<file path="src/inc/esd_pkg.sv">
// Shared constants and types for the encoder speed decoder
package esd_pkg;

	// ==========================================
	// Register byte offsets
	localparam logic [4:0] OFS_CTRL = 5'h00;
	localparam logic [4:0] OFS_LINES = 5'h04;
	localparam logic [4:0] OFS_RATIO = 5'h08;
	localparam logic [4:0] OFS_MAXRPM = 5'h0C;
	localparam logic [4:0] OFS_ENC_RPM = 5'h10;
	localparam logic [4:0] OFS_SPEED_PCT = 5'h14;
	localparam logic [4:0] OFS_STATUS = 5'h18;

	// ==========================================
	// Control register field positions
	localparam int CTRL_QUAD_POS = 0;
	localparam int CTRL_INV_POS = 1;
	localparam int CTRL_FBK_LSB = 2;
	localparam int CTRL_ORIENT_POS = 5;
	localparam int CTRL_W = 6;

	// ==========================================
	// Reset values
	localparam logic [5:0] CTRL_RESET = 6'h00;
	localparam logic [15:0] LINES_RESET = 16'h0400;
	localparam logic [15:0] RATIO_RESET = 16'h0100;
	localparam logic [15:0] MAXRPM_RESET = 16'h05DC;

	// ==========================================
	// Feedback types that use encoder as trim only
	localparam logic [2:0] FBK_ENC_ARM = 3'h3;
	localparam logic [2:0] FBK_ENC_TACHO = 3'h4;

	// ==========================================
	// Timing and scaling
	localparam int CLK_MHZ = 50;
	localparam int SAMPLE_TIME_US = 10000;
	localparam int SAMPLE_CYCLES = CLK_MHZ * SAMPLE_TIME_US;
	localparam int RPM_FACTOR = 60000000 / SAMPLE_TIME_US;
	localparam int QUAD_EDGES = 4;
	localparam int PCT_FULL = 10000;
	localparam int RATIO_FRAC = 8;
	localparam int DIV_STEPS = 32;

	// ==========================================
	// AXI responses
	localparam logic [1:0] RESP_OKAY = 2'h0;
	localparam logic [1:0] RESP_SLVERR = 2'h2;

	// Control settings written by software
	typedef struct packed {
		logic orient_en;
		logic [2:0] fbk_type;
		logic dir_invert;
		logic quad_en;
	} esd_ctrl_t;

	// Arithmetic sequencer states
	typedef enum logic [1:0] {
		ST_IDLE = 2'b00,
		ST_DIV_RPM = 2'b01,
		ST_DIV_PCT = 2'b10,
		ST_DONE = 2'b11
	} esd_state_t;

endpackage

</file>
<file path="src/rtl/esd_decoder.sv">
// Encoder speed decoder with AXI4-Lite register access
`timescale 1ns/1ps

module esd_decoder #(
	parameter int SAMPLE_CYCLES = esd_pkg::SAMPLE_CYCLES
) (
	input wire logic sys_clk_in,
	input wire logic rstn_in,
	input wire logic [4:0] s_axi_awaddr_in,
	input wire logic s_axi_awvalid_in,
	output logic s_axi_awready_out,
	input wire logic [31:0] s_axi_wdata_in,
	input wire logic [3:0] s_axi_wstrb_in,
	input wire logic s_axi_wvalid_in,
	output logic s_axi_wready_out,
	output logic [1:0] s_axi_bresp_out,
	output logic s_axi_bvalid_out,
	input wire logic s_axi_bready_in,
	input wire logic [4:0] s_axi_araddr_in,
	input wire logic s_axi_arvalid_in,
	output logic s_axi_arready_out,
	output logic [31:0] s_axi_rdata_out,
	output logic [1:0] s_axi_rresp_out,
	output logic s_axi_rvalid_out,
	input wire logic s_axi_rready_in,
	input wire logic pulse_or_a_input_in,
	input wire logic direction_or_b_input_in,
	input wire logic analog_reverse_in,
	output logic signed [15:0] encoder_rpm_out,
	output logic signed [15:0] motor_speed_pct_out,
	output logic dir_input_free_out,
	output logic dir_input_level_out
);

	// ==========================================
	// Helper functions

	// One restoring division step: {remainder, quotient}
	function automatic logic [48:0] div_step(
		input logic [16:0] rem,
		input logic [31:0] quo,
		input logic [15:0] den
	);
		logic [16:0] trial;
		trial = {rem[15:0], quo[31]};
		if (trial >= {1'b0, den})
			div_step = {17'(trial - {1'b0, den}), quo[30:0], 1'b1};
		else
			div_step = {trial, quo[30:0], 1'b0};
	endfunction

	// Saturate a magnitude to 15 bits and apply the sign
	function automatic logic [15:0] sat_sign(
		input logic [31:0] mag,
		input logic neg
	);
		logic [15:0] lim;
		lim = (mag > 32'h00007FFF) ? 16'h7FFF : mag[15:0];
		sat_sign = neg ? 16'(-lim) : lim;
	endfunction

	// ==========================================
	// Registers and internal signals
	esd_pkg::esd_ctrl_t ctrl; // Mode settings
	logic [15:0] lines; // Lines per revolution
	logic [15:0] ratio; // Gear ratio, 8 fraction bits
	logic [15:0] max_rpm; // Full-scale motor speed
	logic a_s1, a_s2, a_d; // Pulse or A synchroniser
	logic b_s1, b_s2, b_d; // Direction or B synchroniser
	logic a_rise, a_edge, b_edge;
	logic step, step_up; // Count event and its sign
	logic analog_sign; // Sign taken from analog feedback
	logic [31:0] tick_cnt; // Window timer
	logic tick;
	logic signed [16:0] win_cnt; // Running signed edge count
	logic [16:0] snap_mag; // Magnitude of last window
	logic snap_neg; // Direction of last window
	logic snap_quad; // Format used for last window
	esd_pkg::esd_state_t state;
	logic [16:0] div_rem;
	logic [31:0] div_quo;
	logic [15:0] div_den;
	logic [4:0] div_cnt;
	logic [15:0] rpm_mag; // Encoder speed magnitude
	logic [31:0] motor_rpm; // Motor speed magnitude
	logic [48:0] next_div;
	logic [15:0] rpm_next; // Encoder rpm leaving the divider, saturated
	logic [31:0] motor_raw; // Motor rpm, encoder rpm times ratio
	logic [31:0] motor_lim; // Motor rpm clamped so the percent product fits
	// Largest motor rpm whose percent product still fits 32 bits
	localparam logic [31:0] MOTOR_CLAMP = 32'(32'hFFFFFFFF / esd_pkg::PCT_FULL);
	logic aw_held, w_held;
	logic [4:0] aw_addr;
	logic [31:0] w_data;
	logic [3:0] w_strb;
	logic wr_go;
	logic [31:0] rd_val;
	logic rd_ok;

	// ==========================================
	// Input synchronisers, two flops then edge detect
	always_ff @(posedge sys_clk_in or negedge rstn_in)
	begin
		if (!rstn_in)
		begin
			a_s1 <= 1'b0;
			a_s2 <= 1'b0;
			a_d <= 1'b0;
			b_s1 <= 1'b0;
			b_s2 <= 1'b0;
			b_d <= 1'b0;
		end
		else
		begin
			a_s1 <= pulse_or_a_input_in;
			a_s2 <= a_s1;
			a_d <= a_s2;
			b_s1 <= direction_or_b_input_in;
			b_s2 <= b_s1;
			b_d <= b_s2;
		end
	end

	// Single-sample edge detect, no filter so short pulses count
	assign a_edge = a_s2 ^ a_d;
	assign b_edge = b_s2 ^ b_d;
	assign a_rise = a_s2 & ~a_d;

	// Analog sign replaces direction pin in combined modes
	assign analog_sign = !ctrl.quad_en && !ctrl.orient_en &&
		(ctrl.fbk_type == esd_pkg::FBK_ENC_ARM ||
		ctrl.fbk_type == esd_pkg::FBK_ENC_TACHO);

	// Step decode for both formats
	always_comb
	begin
		if (ctrl.quad_en)
		begin
			// All four edges; both at once is illegal and ignored
			step = a_edge ^ b_edge;
			step_up = a_s2 ^ b_d;
		end
		else
		begin
			step = a_rise;
			step_up = analog_sign ? ~analog_reverse_in : b_s2;
		end
	end

	// Direction pin handed to other logic when freed
	always_ff @(posedge sys_clk_in or negedge rstn_in)
	begin
		if (!rstn_in)
		begin
			dir_input_free_out <= 1'b0;
			dir_input_level_out <= 1'b0;
		end
		else
		begin
			dir_input_free_out <= analog_sign;
			dir_input_level_out <= b_s2;
		end
	end

	// ==========================================
	// Sampling window timer
	always_ff @(posedge sys_clk_in or negedge rstn_in)
	begin
		if (!rstn_in)
			tick_cnt <= 32'h00000000;
		else if (tick)
			tick_cnt <= 32'h00000000;
		else
			tick_cnt <= tick_cnt + 32'h00000001;
	end

	assign tick = (tick_cnt == 32'(SAMPLE_CYCLES - 1));

	// Signed edge counter, restarted every window
	always_ff @(posedge sys_clk_in or negedge rstn_in)
	begin
		if (!rstn_in)
		begin
			win_cnt <= 17'sh00000;
			snap_mag <= 17'h00000;
			snap_neg <= 1'b0;
			snap_quad <= 1'b0;
		end
		else
		begin
			if (tick)
			begin
				// Edge in the tick cycle opens the next window
				snap_neg <= win_cnt[16];
				snap_mag <= win_cnt[16] ? 17'(-win_cnt) : win_cnt;
				snap_quad <= ctrl.quad_en;
				win_cnt <= 17'sh00000;
			end
			if (step)
			begin
				// Invert setting applies to both formats
				if (step_up ^ ctrl.dir_invert)
					win_cnt <= (tick ? 17'sh00000 : win_cnt) + 17'sh00001;
				else
					win_cnt <= (tick ? 17'sh00000 : win_cnt) - 17'sh00001;
			end
		end
	end

	// ==========================================
	// Arithmetic sequencer: rpm then percent, one divider
	assign next_div = div_step(div_rem, div_quo, div_den);

	// Saturate the quotient; zero lines gives zero speed, not all ones
	assign rpm_next = (div_den == 16'h0000) ? 16'h0000 :
		((next_div[31:16] != 16'h0000) ? 16'hFFFF : next_div[15:0]);
	assign motor_raw = (32'(rpm_next) * 32'(ratio)) >> esd_pkg::RATIO_FRAC;
	// Past the clamp the percent saturates anyway, so nothing is lost
	assign motor_lim = (motor_raw > MOTOR_CLAMP) ? MOTOR_CLAMP : motor_raw;

	always_ff @(posedge sys_clk_in or negedge rstn_in)
	begin
		if (!rstn_in)
		begin
			state <= esd_pkg::ST_IDLE;
			div_rem <= 17'h00000;
			div_quo <= 32'h00000000;
			div_den <= 16'h0000;
			div_cnt <= 5'h00;
			rpm_mag <= 16'h0000;
			motor_rpm <= 32'h00000000;
		end
		else
		begin
			case (state)
				esd_pkg::ST_IDLE:
				begin
					// Edges to rpm: count * 60 / (window * lines), with lines taken four times over in quadrature
					if (tick)
					begin
						state <= esd_pkg::ST_DIV_RPM;
						div_rem <= 17'h00000;
						div_den <= lines;
						div_cnt <= 5'h00;
						if (ctrl.quad_en)
							div_quo <= 32'(win_cnt[16] ? 17'(-win_cnt) : win_cnt)
								* 32'(esd_pkg::RPM_FACTOR / esd_pkg::QUAD_EDGES);
						else
							div_quo <= 32'(win_cnt[16] ? 17'(-win_cnt) : win_cnt)
								* 32'(esd_pkg::RPM_FACTOR);
					end
				end
				esd_pkg::ST_DIV_RPM:
				begin
					div_rem <= next_div[48:32];
					div_quo <= next_div[31:0];
					div_cnt <= div_cnt + 5'h01;
					if (div_cnt == 5'(esd_pkg::DIV_STEPS - 1))
					begin
						// Encoder rpm done, start the percent division
						rpm_mag <= rpm_next;
						state <= esd_pkg::ST_DIV_PCT;
						div_rem <= 17'h00000;
						div_cnt <= 5'h00;
						div_den <= max_rpm;
						// Percent dividend, clamped input cannot wrap
						div_quo <= 32'(motor_lim * esd_pkg::PCT_FULL);
					end
				end
				esd_pkg::ST_DIV_PCT:
				begin
					div_rem <= next_div[48:32];
					div_quo <= next_div[31:0];
					div_cnt <= div_cnt + 5'h01;
					if (div_cnt == 5'(esd_pkg::DIV_STEPS - 1))
					begin
						motor_rpm <= (div_den == 16'h0000) ? 32'h00000000 :
							next_div[31:0];
						state <= esd_pkg::ST_DONE;
					end
				end
				esd_pkg::ST_DONE:
					state <= esd_pkg::ST_IDLE;
				default:
					state <= esd_pkg::ST_IDLE;
			endcase
		end
	end

	// Outputs update together once per window
	always_ff @(posedge sys_clk_in or negedge rstn_in)
	begin
		if (!rstn_in)
		begin
			encoder_rpm_out <= 16'sh0000;
			motor_speed_pct_out <= 16'sh0000;
		end
		else if (state == esd_pkg::ST_DONE)
		begin
			// Encoder only, whatever feedback type is chosen
			encoder_rpm_out <= sat_sign(32'(rpm_mag), snap_neg);
			motor_speed_pct_out <= sat_sign(motor_rpm, snap_neg);
		end
	end

	// ==========================================
	// AXI4-Lite write channel
	assign s_axi_awready_out = !aw_held && !s_axi_bvalid_out;
	assign s_axi_wready_out = !w_held && !s_axi_bvalid_out;
	assign wr_go = aw_held && w_held && !s_axi_bvalid_out;

	// Address and data may arrive in either order
	always_ff @(posedge sys_clk_in or negedge rstn_in)
	begin
		if (!rstn_in)
		begin
			aw_held <= 1'b0;
			w_held <= 1'b0;
			aw_addr <= 5'h00;
			w_data <= 32'h00000000;
			w_strb <= 4'h0;
		end
		else
		begin
			if (s_axi_awvalid_in && s_axi_awready_out)
			begin
				aw_held <= 1'b1;
				aw_addr <= s_axi_awaddr_in;
			end
			else if (wr_go)
				aw_held <= 1'b0;
			if (s_axi_wvalid_in && s_axi_wready_out)
			begin
				w_held <= 1'b1;
				w_data <= s_axi_wdata_in;
				w_strb <= s_axi_wstrb_in;
			end
			else if (wr_go)
				w_held <= 1'b0;
		end
	end

	// Write response
	always_ff @(posedge sys_clk_in or negedge rstn_in)
	begin
		if (!rstn_in)
		begin
			s_axi_bvalid_out <= 1'b0;
			s_axi_bresp_out <= esd_pkg::RESP_OKAY;
		end
		else if (wr_go)
		begin
			s_axi_bvalid_out <= 1'b1;
			// Read-only and unmapped words answer with an error
			if (aw_addr == esd_pkg::OFS_CTRL || aw_addr == esd_pkg::OFS_LINES ||
				aw_addr == esd_pkg::OFS_RATIO || aw_addr == esd_pkg::OFS_MAXRPM)
				s_axi_bresp_out <= esd_pkg::RESP_OKAY;
			else
				s_axi_bresp_out <= esd_pkg::RESP_SLVERR;
		end
		else if (s_axi_bready_in)
			s_axi_bvalid_out <= 1'b0;
	end

	// Setting registers, byte lanes honoured
	always_ff @(posedge sys_clk_in or negedge rstn_in)
	begin
		if (!rstn_in)
		begin
			ctrl <= esd_pkg::CTRL_RESET;
			lines <= esd_pkg::LINES_RESET;
			ratio <= esd_pkg::RATIO_RESET;
			max_rpm <= esd_pkg::MAXRPM_RESET;
		end
		else if (wr_go)
		begin
			case (aw_addr)
				esd_pkg::OFS_CTRL:
					if (w_strb[0])
						ctrl <= w_data[esd_pkg::CTRL_W-1:0];
				esd_pkg::OFS_LINES:
				begin
					if (w_strb[0])
						lines[7:0] <= w_data[7:0];
					if (w_strb[1])
						lines[15:8] <= w_data[15:8];
				end
				esd_pkg::OFS_RATIO:
				begin
					if (w_strb[0])
						ratio[7:0] <= w_data[7:0];
					if (w_strb[1])
						ratio[15:8] <= w_data[15:8];
				end
				esd_pkg::OFS_MAXRPM:
				begin
					if (w_strb[0])
						max_rpm[7:0] <= w_data[7:0];
					if (w_strb[1])
						max_rpm[15:8] <= w_data[15:8];
				end
				default:
					ctrl <= ctrl;
			endcase
		end
	end

	// ==========================================
	// AXI4-Lite read channel
	assign s_axi_arready_out = !s_axi_rvalid_out;

	// Read decode
	always_comb
	begin
		rd_ok = 1'b1;
		case (s_axi_araddr_in)
			esd_pkg::OFS_CTRL: rd_val = {26'h0000000, ctrl};
			esd_pkg::OFS_LINES: rd_val = {16'h0000, lines};
			esd_pkg::OFS_RATIO: rd_val = {16'h0000, ratio};
			esd_pkg::OFS_MAXRPM: rd_val = {16'h0000, max_rpm};
			esd_pkg::OFS_ENC_RPM: rd_val = 32'(encoder_rpm_out);
			esd_pkg::OFS_SPEED_PCT: rd_val = 32'(motor_speed_pct_out);
			esd_pkg::OFS_STATUS:
				rd_val = {28'h0000000, analog_sign, snap_quad,
					(snap_mag != 17'h00000), snap_neg};
			default:
			begin
				rd_val = 32'h00000000;
				rd_ok = 1'b0;
			end
		endcase
	end

	// Read data held until taken
	always_ff @(posedge sys_clk_in or negedge rstn_in)
	begin
		if (!rstn_in)
		begin
			s_axi_rvalid_out <= 1'b0;
			s_axi_rdata_out <= 32'h00000000;
			s_axi_rresp_out <= esd_pkg::RESP_OKAY;
		end
		else if (s_axi_arvalid_in && s_axi_arready_out)
		begin
			s_axi_rvalid_out <= 1'b1;
			s_axi_rdata_out <= rd_val;
			s_axi_rresp_out <= rd_ok ? esd_pkg::RESP_OKAY : esd_pkg::RESP_SLVERR;
		end
		else if (s_axi_rready_in)
			s_axi_rvalid_out <= 1'b0;
	end

endmodule

</file>
<file path="config.mk">
export PLATFORM = sky130hd
export DESIGN_NAME = esd_decoder
export DESIGN_NICKNAME = d
export VERILOG_FILES = /design/src/inc/esd_pkg.sv /design/src/rtl/esd_decoder.sv
export SDC_FILE = /design/constraint.sdc
export NUM_CORES = 2
export LEC_CHECK = 0
export BUFFER_PORTS_ARGS = -buffer_cell sky130_fd_sc_hd__buf_2
export CORE_ASPECT_RATIO = 0.8
export CORE_MARGIN = 2
export CORE_UTILIZATION = 35
export CTS_CLUSTER_SIZE = 24
export DETAILED_ROUTE_END_ITERATION = 12
export SYNTH_ARGS = -nofsm -noshare
export SYNTH_HDL_FRONTEND = slang
export SYNTH_SLANG_ARGS = --single-unit
</file>
<file path="constraint.sdc">
create_clock -name sys_clk_in -period 17.84 [get_ports sys_clk_in]
set_input_delay 3.568 -clock sys_clk_in [delete_from_list [all_inputs] [get_ports sys_clk_in]]
set_output_delay 3.568 -clock sys_clk_in [all_outputs]
set_load 0.005 [all_outputs]
</file>
== Yosys cells after proc, flatten, opt, wreduce, memory -nomap -nowiden ==
Cells that the tools add are included.
Cells by class
  add/subtract/negate cells: 8
  $mul: 4
  div/mod/pow operators: 0
  magnitude comparators: 4
  equality and inequality tests: 19
  shift-type cells: 0
  mux-type cells: 46
  bitwise gates (word level): 8
  reduce and logical (&&, ||, !) cells: 44
Operators by type and width (count)
  one-hot mux 32 bit (7 select lines): 1
  2-to-1 mux 32 bit: 6
  2-to-1 mux 16 bit: 10
  one-hot mux 32 bit (3 select lines): 1
  2-to-1 mux 17 bit: 4
  2-to-1 mux 48 bit: 1
  one-hot mux 16 bit (3 select lines): 1
  adder 32 x 1 -> 32 bit, second input constant: 1
  == test 32 x 19 -> 1 bit, second input constant: 1
  > comparator 32 x 15 -> 1 bit, second input constant: 1
  multiplier 16 x 16 -> 32 bit: 1
  multiplier 32 x 10 -> 28 bit, second input constant: 1
  multiplier 32 x 10 -> 30 bit, second input constant: 1
  negation 16 bit: 2
  one-hot mux 16 bit (2 select lines): 1
  multiplier 24 x 10 -> 28 bit, second input constant: 1
  AND reduction 3 bit: 9
  > comparator 24 x 19 -> 1 bit, second input constant: 1
  2-to-1 mux 24 bit: 1
  == test 5 x 4 -> 1 bit, second input constant: 4
  == test 5 bit, second input constant: 4
  adder 17 x 2 -> 17 bit, second input constant: 1
  >= comparator 17 x 16 -> 1 bit: 1
  negation 17 bit: 1
  other kinds (30): 77
Word-level totals
  bits in registers: 343
  latch bits: 0
  RAM bits: 0
  bits in read-only memories: 0
  output and inout port bits: 75
  logic and storage cells: 174
  memories kept: 0

== Longest topological paths before layout ==
  word-level depth: 11
  depth in mapped cells: 58

== Worst setup path before layout ==
OpenSTA, ideal clock, no wires.
  path kind: register -> register
  from: register div_rem[0]
  to: register div_quo[31]
  setup time: 69 ps
  arrival: 13041 ps
  required time: 17771 ps
  setup slack: 4730 ps
  stages on the path, launching flop included: 53
  path buffers: 3
  period minus slack after synthesis: 13110 ps
  cells stage by stage: dfrtp_1 ha_1 nor2b_1 o21a_1 o211ai_1 a311o_1 nand2_1 o21a_1 clkbuf_1 nand2_1 fa_1 fa_1 fa_1 fa_1 inv_1 fa_1 inv_1 fa_1 [17 not listed] fa_1 inv_1 ha_1 inv_1 fa_1 inv_1 ha_1 nor3_1 nor2_1 o41ai_1 o31a_1 o311a_1 a21oi_1 a22oi_1 a21oi_1 xor2_1 or4b_1 nand3_1
Between the ends
  word-level cells in the longest chain between the ends: 10
Ends and longest elaborated chain
  from (decl): line esd_decoder.sv:80  | logic [16:0] div_rem;
  from (signal assigned): line esd_decoder.sv:255  | div_rem <= next_div[48:32];
  from (signal assigned): line esd_decoder.sv:272  | div_rem <= next_div[48:32];
  >= comparator 17 x 16 -> 1 bit *: line esd_decoder.sv:46  | if (trial >= {1'b0, den})
  2-to-1 mux 48 bit *: line esd_decoder.sv:46
  2-to-1 mux 16 bit *: line esd_decoder.sv:216  | ((next_div[31:16] != 16'h0000) ? 16'hFFFF : next_div[15:0]);
  2-to-1 mux 16 bit *: line esd_decoder.sv:215  | assign rpm_next = (div_den == 16'h0000) ? 16'h0000 :
  multiplier 16 x 16 -> 32 bit *: line esd_decoder.sv:217  | assign motor_raw = (32'(rpm_next) * 32'(ratio)) >> esd_pkg::RATIO_FRAC;
  > comparator 24 x 19 -> 1 bit: line esd_decoder.sv:219  | assign motor_lim = (motor_raw > MOTOR_CLAMP) ? MOTOR_CLAMP : motor_raw;
  2-to-1 mux 24 bit *: line esd_decoder.sv:219
  multiplier 24 x 10 -> 28 bit *: line esd_decoder.sv:267  | div_quo <= 32'(motor_lim * esd_pkg::PCT_FULL);
  2-to-1 mux 32 bit *: line esd_decoder.sv:258  | if (div_cnt == 5'(esd_pkg::DIV_STEPS - 1))
  one-hot mux 32 bit (3 select lines) *: line esd_decoder.sv:235  | case (state)
  to (signal assigned): line esd_decoder.sv:256  | div_quo <= next_div[31:0];
  to (signal assigned): line esd_decoder.sv:267
  to (signal assigned): line esd_decoder.sv:273  | div_quo <= next_div[31:0];
  to (decl): line esd_decoder.sv:81  | logic [31:0] div_quo;
Mark *: on every way between the ends. The rest lies on a longest branch, timed or not.
A chain may end at the register's enable or synchronous reset.

== Final worst setup path ==
  from: register div_den[11]
  to: register div_quo[31]
Between the ends
  word-level cells in the longest chain between the ends: 10
  elaborated cells between the ends (all ways): 11
Ends and longest elaborated chain
  from (decl): line esd_decoder.sv:82  | logic [15:0] div_den;
  from (signal assigned): line esd_decoder.sv:243  | div_den <= lines;
  from (signal assigned): line esd_decoder.sv:265  | div_den <= max_rpm;
  >= comparator 17 x 16 -> 1 bit: line esd_decoder.sv:46
  2-to-1 mux 48 bit: line esd_decoder.sv:46
  2-to-1 mux 16 bit: line esd_decoder.sv:216
  2-to-1 mux 16 bit *: line esd_decoder.sv:215
  multiplier 16 x 16 -> 32 bit *: line esd_decoder.sv:217
  > comparator 24 x 19 -> 1 bit: line esd_decoder.sv:219
  2-to-1 mux 24 bit *: line esd_decoder.sv:219
  multiplier 24 x 10 -> 28 bit *: line esd_decoder.sv:267
  2-to-1 mux 32 bit *: line esd_decoder.sv:258
  one-hot mux 32 bit (3 select lines) *: line esd_decoder.sv:235
Marks and branches as above.

==> run_results.csv <==
group,metric,value,unit
outcome,status,"finished, final reports clean",
critical_path,rr_endpoint,"div_quo[31]",
routing,drtIter0Drc,1699,
clocking,htreeDepth,2,
grt,grt_antenna_before_repair,3,
timing,max-slew-margin-rel,15.7,%
critical_path,cpMostUsedCell,"fa_1",
grt,overflow,0,
yosys,synth-seq-area-share,25.0,%
worst_hold_path,min_to,"a_s2",
worst_hold_path,min_path_type,"flip-flop to flip-flop",
yosys,synthesis.area,32700,um2
critical_path,cp.required,18.32,ns
die,num_io_pins,131,
routing,firstDrtPassIters,7,
die,floorplan.initialDensity,35.2,%
die,rows,100,
placed_design,gp_congestion,0.828,
clocking,clockBufferDepth,3,
timing,timing.fmax,0.0668,GHz
placed_design,place_inst,4736,
critical_path,cp.arrival,15.45,ns
clocking,cts_resized,0,
critical_path,rrSetupSlack,2.88,ns
yosys,synth_edf_count,0,
routing,wl,81000,um
clocking,cts-buffers-inserted,39,
clocking,cts_tree,"done",
routing,num_vias,24605,
cells_and_area,instances_no_fill,4804,
critical_path,cp_slowest_stage_delay,0.79,ns
timing,hold_viol_final,0,
critical_path,r2r_start,"div_den[11]",
die,die_h,277,um
timing,finalSetupViolations,0,
critical_path,cp_slowest_cell,"nand4_1",
grt,grt_pass1_wl,134000,um
worst_hold_path,hold-path-cell-count,0,
placed_design,port_buffers,110,
critical_path,r2r.worst_path.cells,45,
clocking,ctsHoldBuffers,0,
timing,min_period,14.96,ns
routing,wl_per_cell,16.9,um
timing,setup-tns-final,0,ns
critical_path,cp-end-kind,"flip-flop",
yosys,syn_avg_cell_area,9.33,um2
die,die_area,95900,um2
cells_and_area,drive_gt1_share,10.3,%
yosys,synth-async-reset-ratio,100,%
cells_and_area,final_nets,4230,
grt,grt_max_degree,168,
routing,vias_per_cell,5.12,
yosys,synthCells,3505,
die,core-area,92800,um2
critical_path,setup.worst_path.start_class,"flip-flop",
job,cap_viol_max_count,0,
yosys,synth_cell_types,85,
timing,worst-slew-pin-transition,1.26,ns
placed_design,detailed_place_hpwl,63300,um
yosys,yosys_warnings,0,
critical_path,crit_path_max_fanout,31,
grt,grt_pass1_vias,24321,
yosys,synth_ff_type,"dfrtp_1",
cells_and_area,postLayoutCoreUtil,38.6,%
timing,skew,0.0334,ns
clocking,postCtsSetupRepairBufs,0,
clocking,clkSlewWorstSetupHoldPaths,0.06,ns
routing,post-route-drc-count,0,
routing,ant_nets,0,
timing,timing.final.crit_share,83.9,%
timing,finalMaxSlewViolations,0,
clocking,cts_sinks,326,
yosys,ys_ff_latch,326,
cells_and_area,diodes,0,
grt,track_usage,17.2,%
worst_hold_path,hold_start,"a_s1",
clocking,cts-root-buf,"clkbuf_16",
die,die-width,346,um
critical_path,critPathKind,"flip-flop to flip-flop",
timing,rsz0062_at_grt,"false",
cells_and_area,areaGrowthSynthToFinish,9.64,%
clocking,clk_latency,0.56,ns
[cell usage in the layout, fill, tap and decap left out, types with 12 or more instances in the layout]
cell type  count
inv_1        488
nand2_1      420
fa_1         330
dfrtp_1      317
ha_1         290
o21ai_0      188
nor2_1       181
a21oi_1      124
mux2_2       118
and2_1       111
buf_2        109
xnor2_1       80
xor2_1        69
mux2i_1       47
nand3_1       44
nor3_1        40
clkbuf_16     40
buf_4         38
a21o_1        36
o21a_1        31
nand2b_1      28
and3_1        25
a22o_1        24
or3_1         22
a221oi_1      21
a22oi_1       21
nand4_1       20
nor2b_1       20
a31oi_1       20
nor4_1        19
conb_1        17
o31ai_1       14
a211oi_1      13
o21bai_1      13
a222oi_1      12
[registers in the layout, summed over array words and instances, names as in the netlist, 2 cells and up]
register	cells
div_quo	32
motor_rpm	32
tick_cnt	32
s_axi_rdata_out	17
snap_mag	17
win_cnt	17
div_den	16
div_rem	16
encoder_rpm_out	16
lines	16
max_rpm	16
motor_speed_pct_out	16
ratio	16
rpm_mag	16
w_data	16
ctrl	6
aw_addr	5
div_cnt	5
state	2
w_strb	2
[cell usage after synthesis (21+ instances only)]
| cell type | instances | area [um2] |
|---|---|---|
| inv_1 | 488 | 1830 |
| nand2_1 | 420 | 1580 |
| fa_1 | 330 | 6610 |
| dfrtp_1 | 317 | 7930 |
| ha_1 | 291 | 3640 |
| o21ai_0 | 188 | 941 |
| nor2_1 | 181 | 679 |
| a21oi_1 | 124 | 621 |
| clkbuf_1 | 118 | 443 |
| mux2_2 | 118 | 1330 |
| and2_1 | 111 | 694 |
| xnor2_1 | 80 | 701 |
| xor2_1 | 69 | 604 |
| mux2i_1 | 47 | 470 |
| nand3_1 | 44 | 220 |
| nor3_1 | 41 | 205 |
| a21o_1 | 36 | 270 |
| o21a_1 | 31 | 233 |
| nand2b_1 | 28 | 175 |
| and3_1 | 25 | 156 |
| a22o_1 | 24 | 210 |
| or3_1 | 22 | 138 |
| a221oi_1 | 21 | 184 |
| a22oi_1 | 21 | 158 |
[cells by family (layout without fill, tap and decap cells)]
kind of cell / count (synthesis) / in the layout / synth area share (%)
multiplexers: 165 / 165 / 5.50
AND/OR/NAND/NOR: 988 / 988 / 14.3
XOR/XNOR: 149 / 149 / 3.99
other: 2 / 17 / 0.0230
buffers and inverters: 646 / 706 / 7.66
AO/OA/AOI/OAI: 608 / 608 / 12.2
flip-flops: 326 / 326 / 25.0
adder cells (fa/ha/maj): 621 / 621 / 31.3
[metrics by stage]
| stage | area [um2] | setup slack, ns | hold WS, ns |
|---|---|---|---|
| 2_1_floorplan | 32800 | 4.73 | 0.331 |
| 3_3_place_gp | 34500 | 3.09 | 0.336 |
| 3_5_place_dp | 34500 | 2.99 | 0.338 |
| 4_1_cts | 35900 | 2.94 | 0.351 |
| 5_1_grt | 35900 | 1.67 | 0.351 |
| 6_report | 35900 | 2.88 | 0.349 |
[area by class of cell]
cell class              instances  area [um2]
fillers                      9369       57000
multi-input cells            2548       22100
well taps                    1224        1530
flip-flops and latches        326        8170
clock buffers                  55        1140
clock inverters                13         190
repair buffers                149         866
inverters                     489        1840
[per-layer routing]
layer	vias up	track usage, %	routed length, um
li1	11716	-	-
met1	12179	26.2	40400
met2	615	25.6	34600
met3	93	2.39	4620
met4	2	3.62	1390
met5	-	0	13
[how the worst max path moves through the flow]
stage | start | end
2_1_floorplan | div_rem[0] | div_quo[31]
3_3_place_gp | div_den[11] | div_quo[31]
3_5_place_dp | div_den[14] | div_quo[31]
4_1_cts | div_den[14] | div_quo[31]
5_1_grt | div_den[4] | div_quo[31]
6_report | div_den[11] | div_quo[31]
[critical path, delay by kind of cell, from the launching register on]
kind | cells | cell delay, ns
adders and majority gates | 13 | 5.35
AOI/OAI and AO/OA | 14 | 4.71
and+or+nand+nor | 9 | 3.14
buffers and inverters | 8 | 1.05
DFF | 1 | 0.43
xor gates and xnor gates | 1 | 0.20
Power is not shown: default switching activity piles up to over one toggle a cycle in this logic, so the estimate is an artifact.
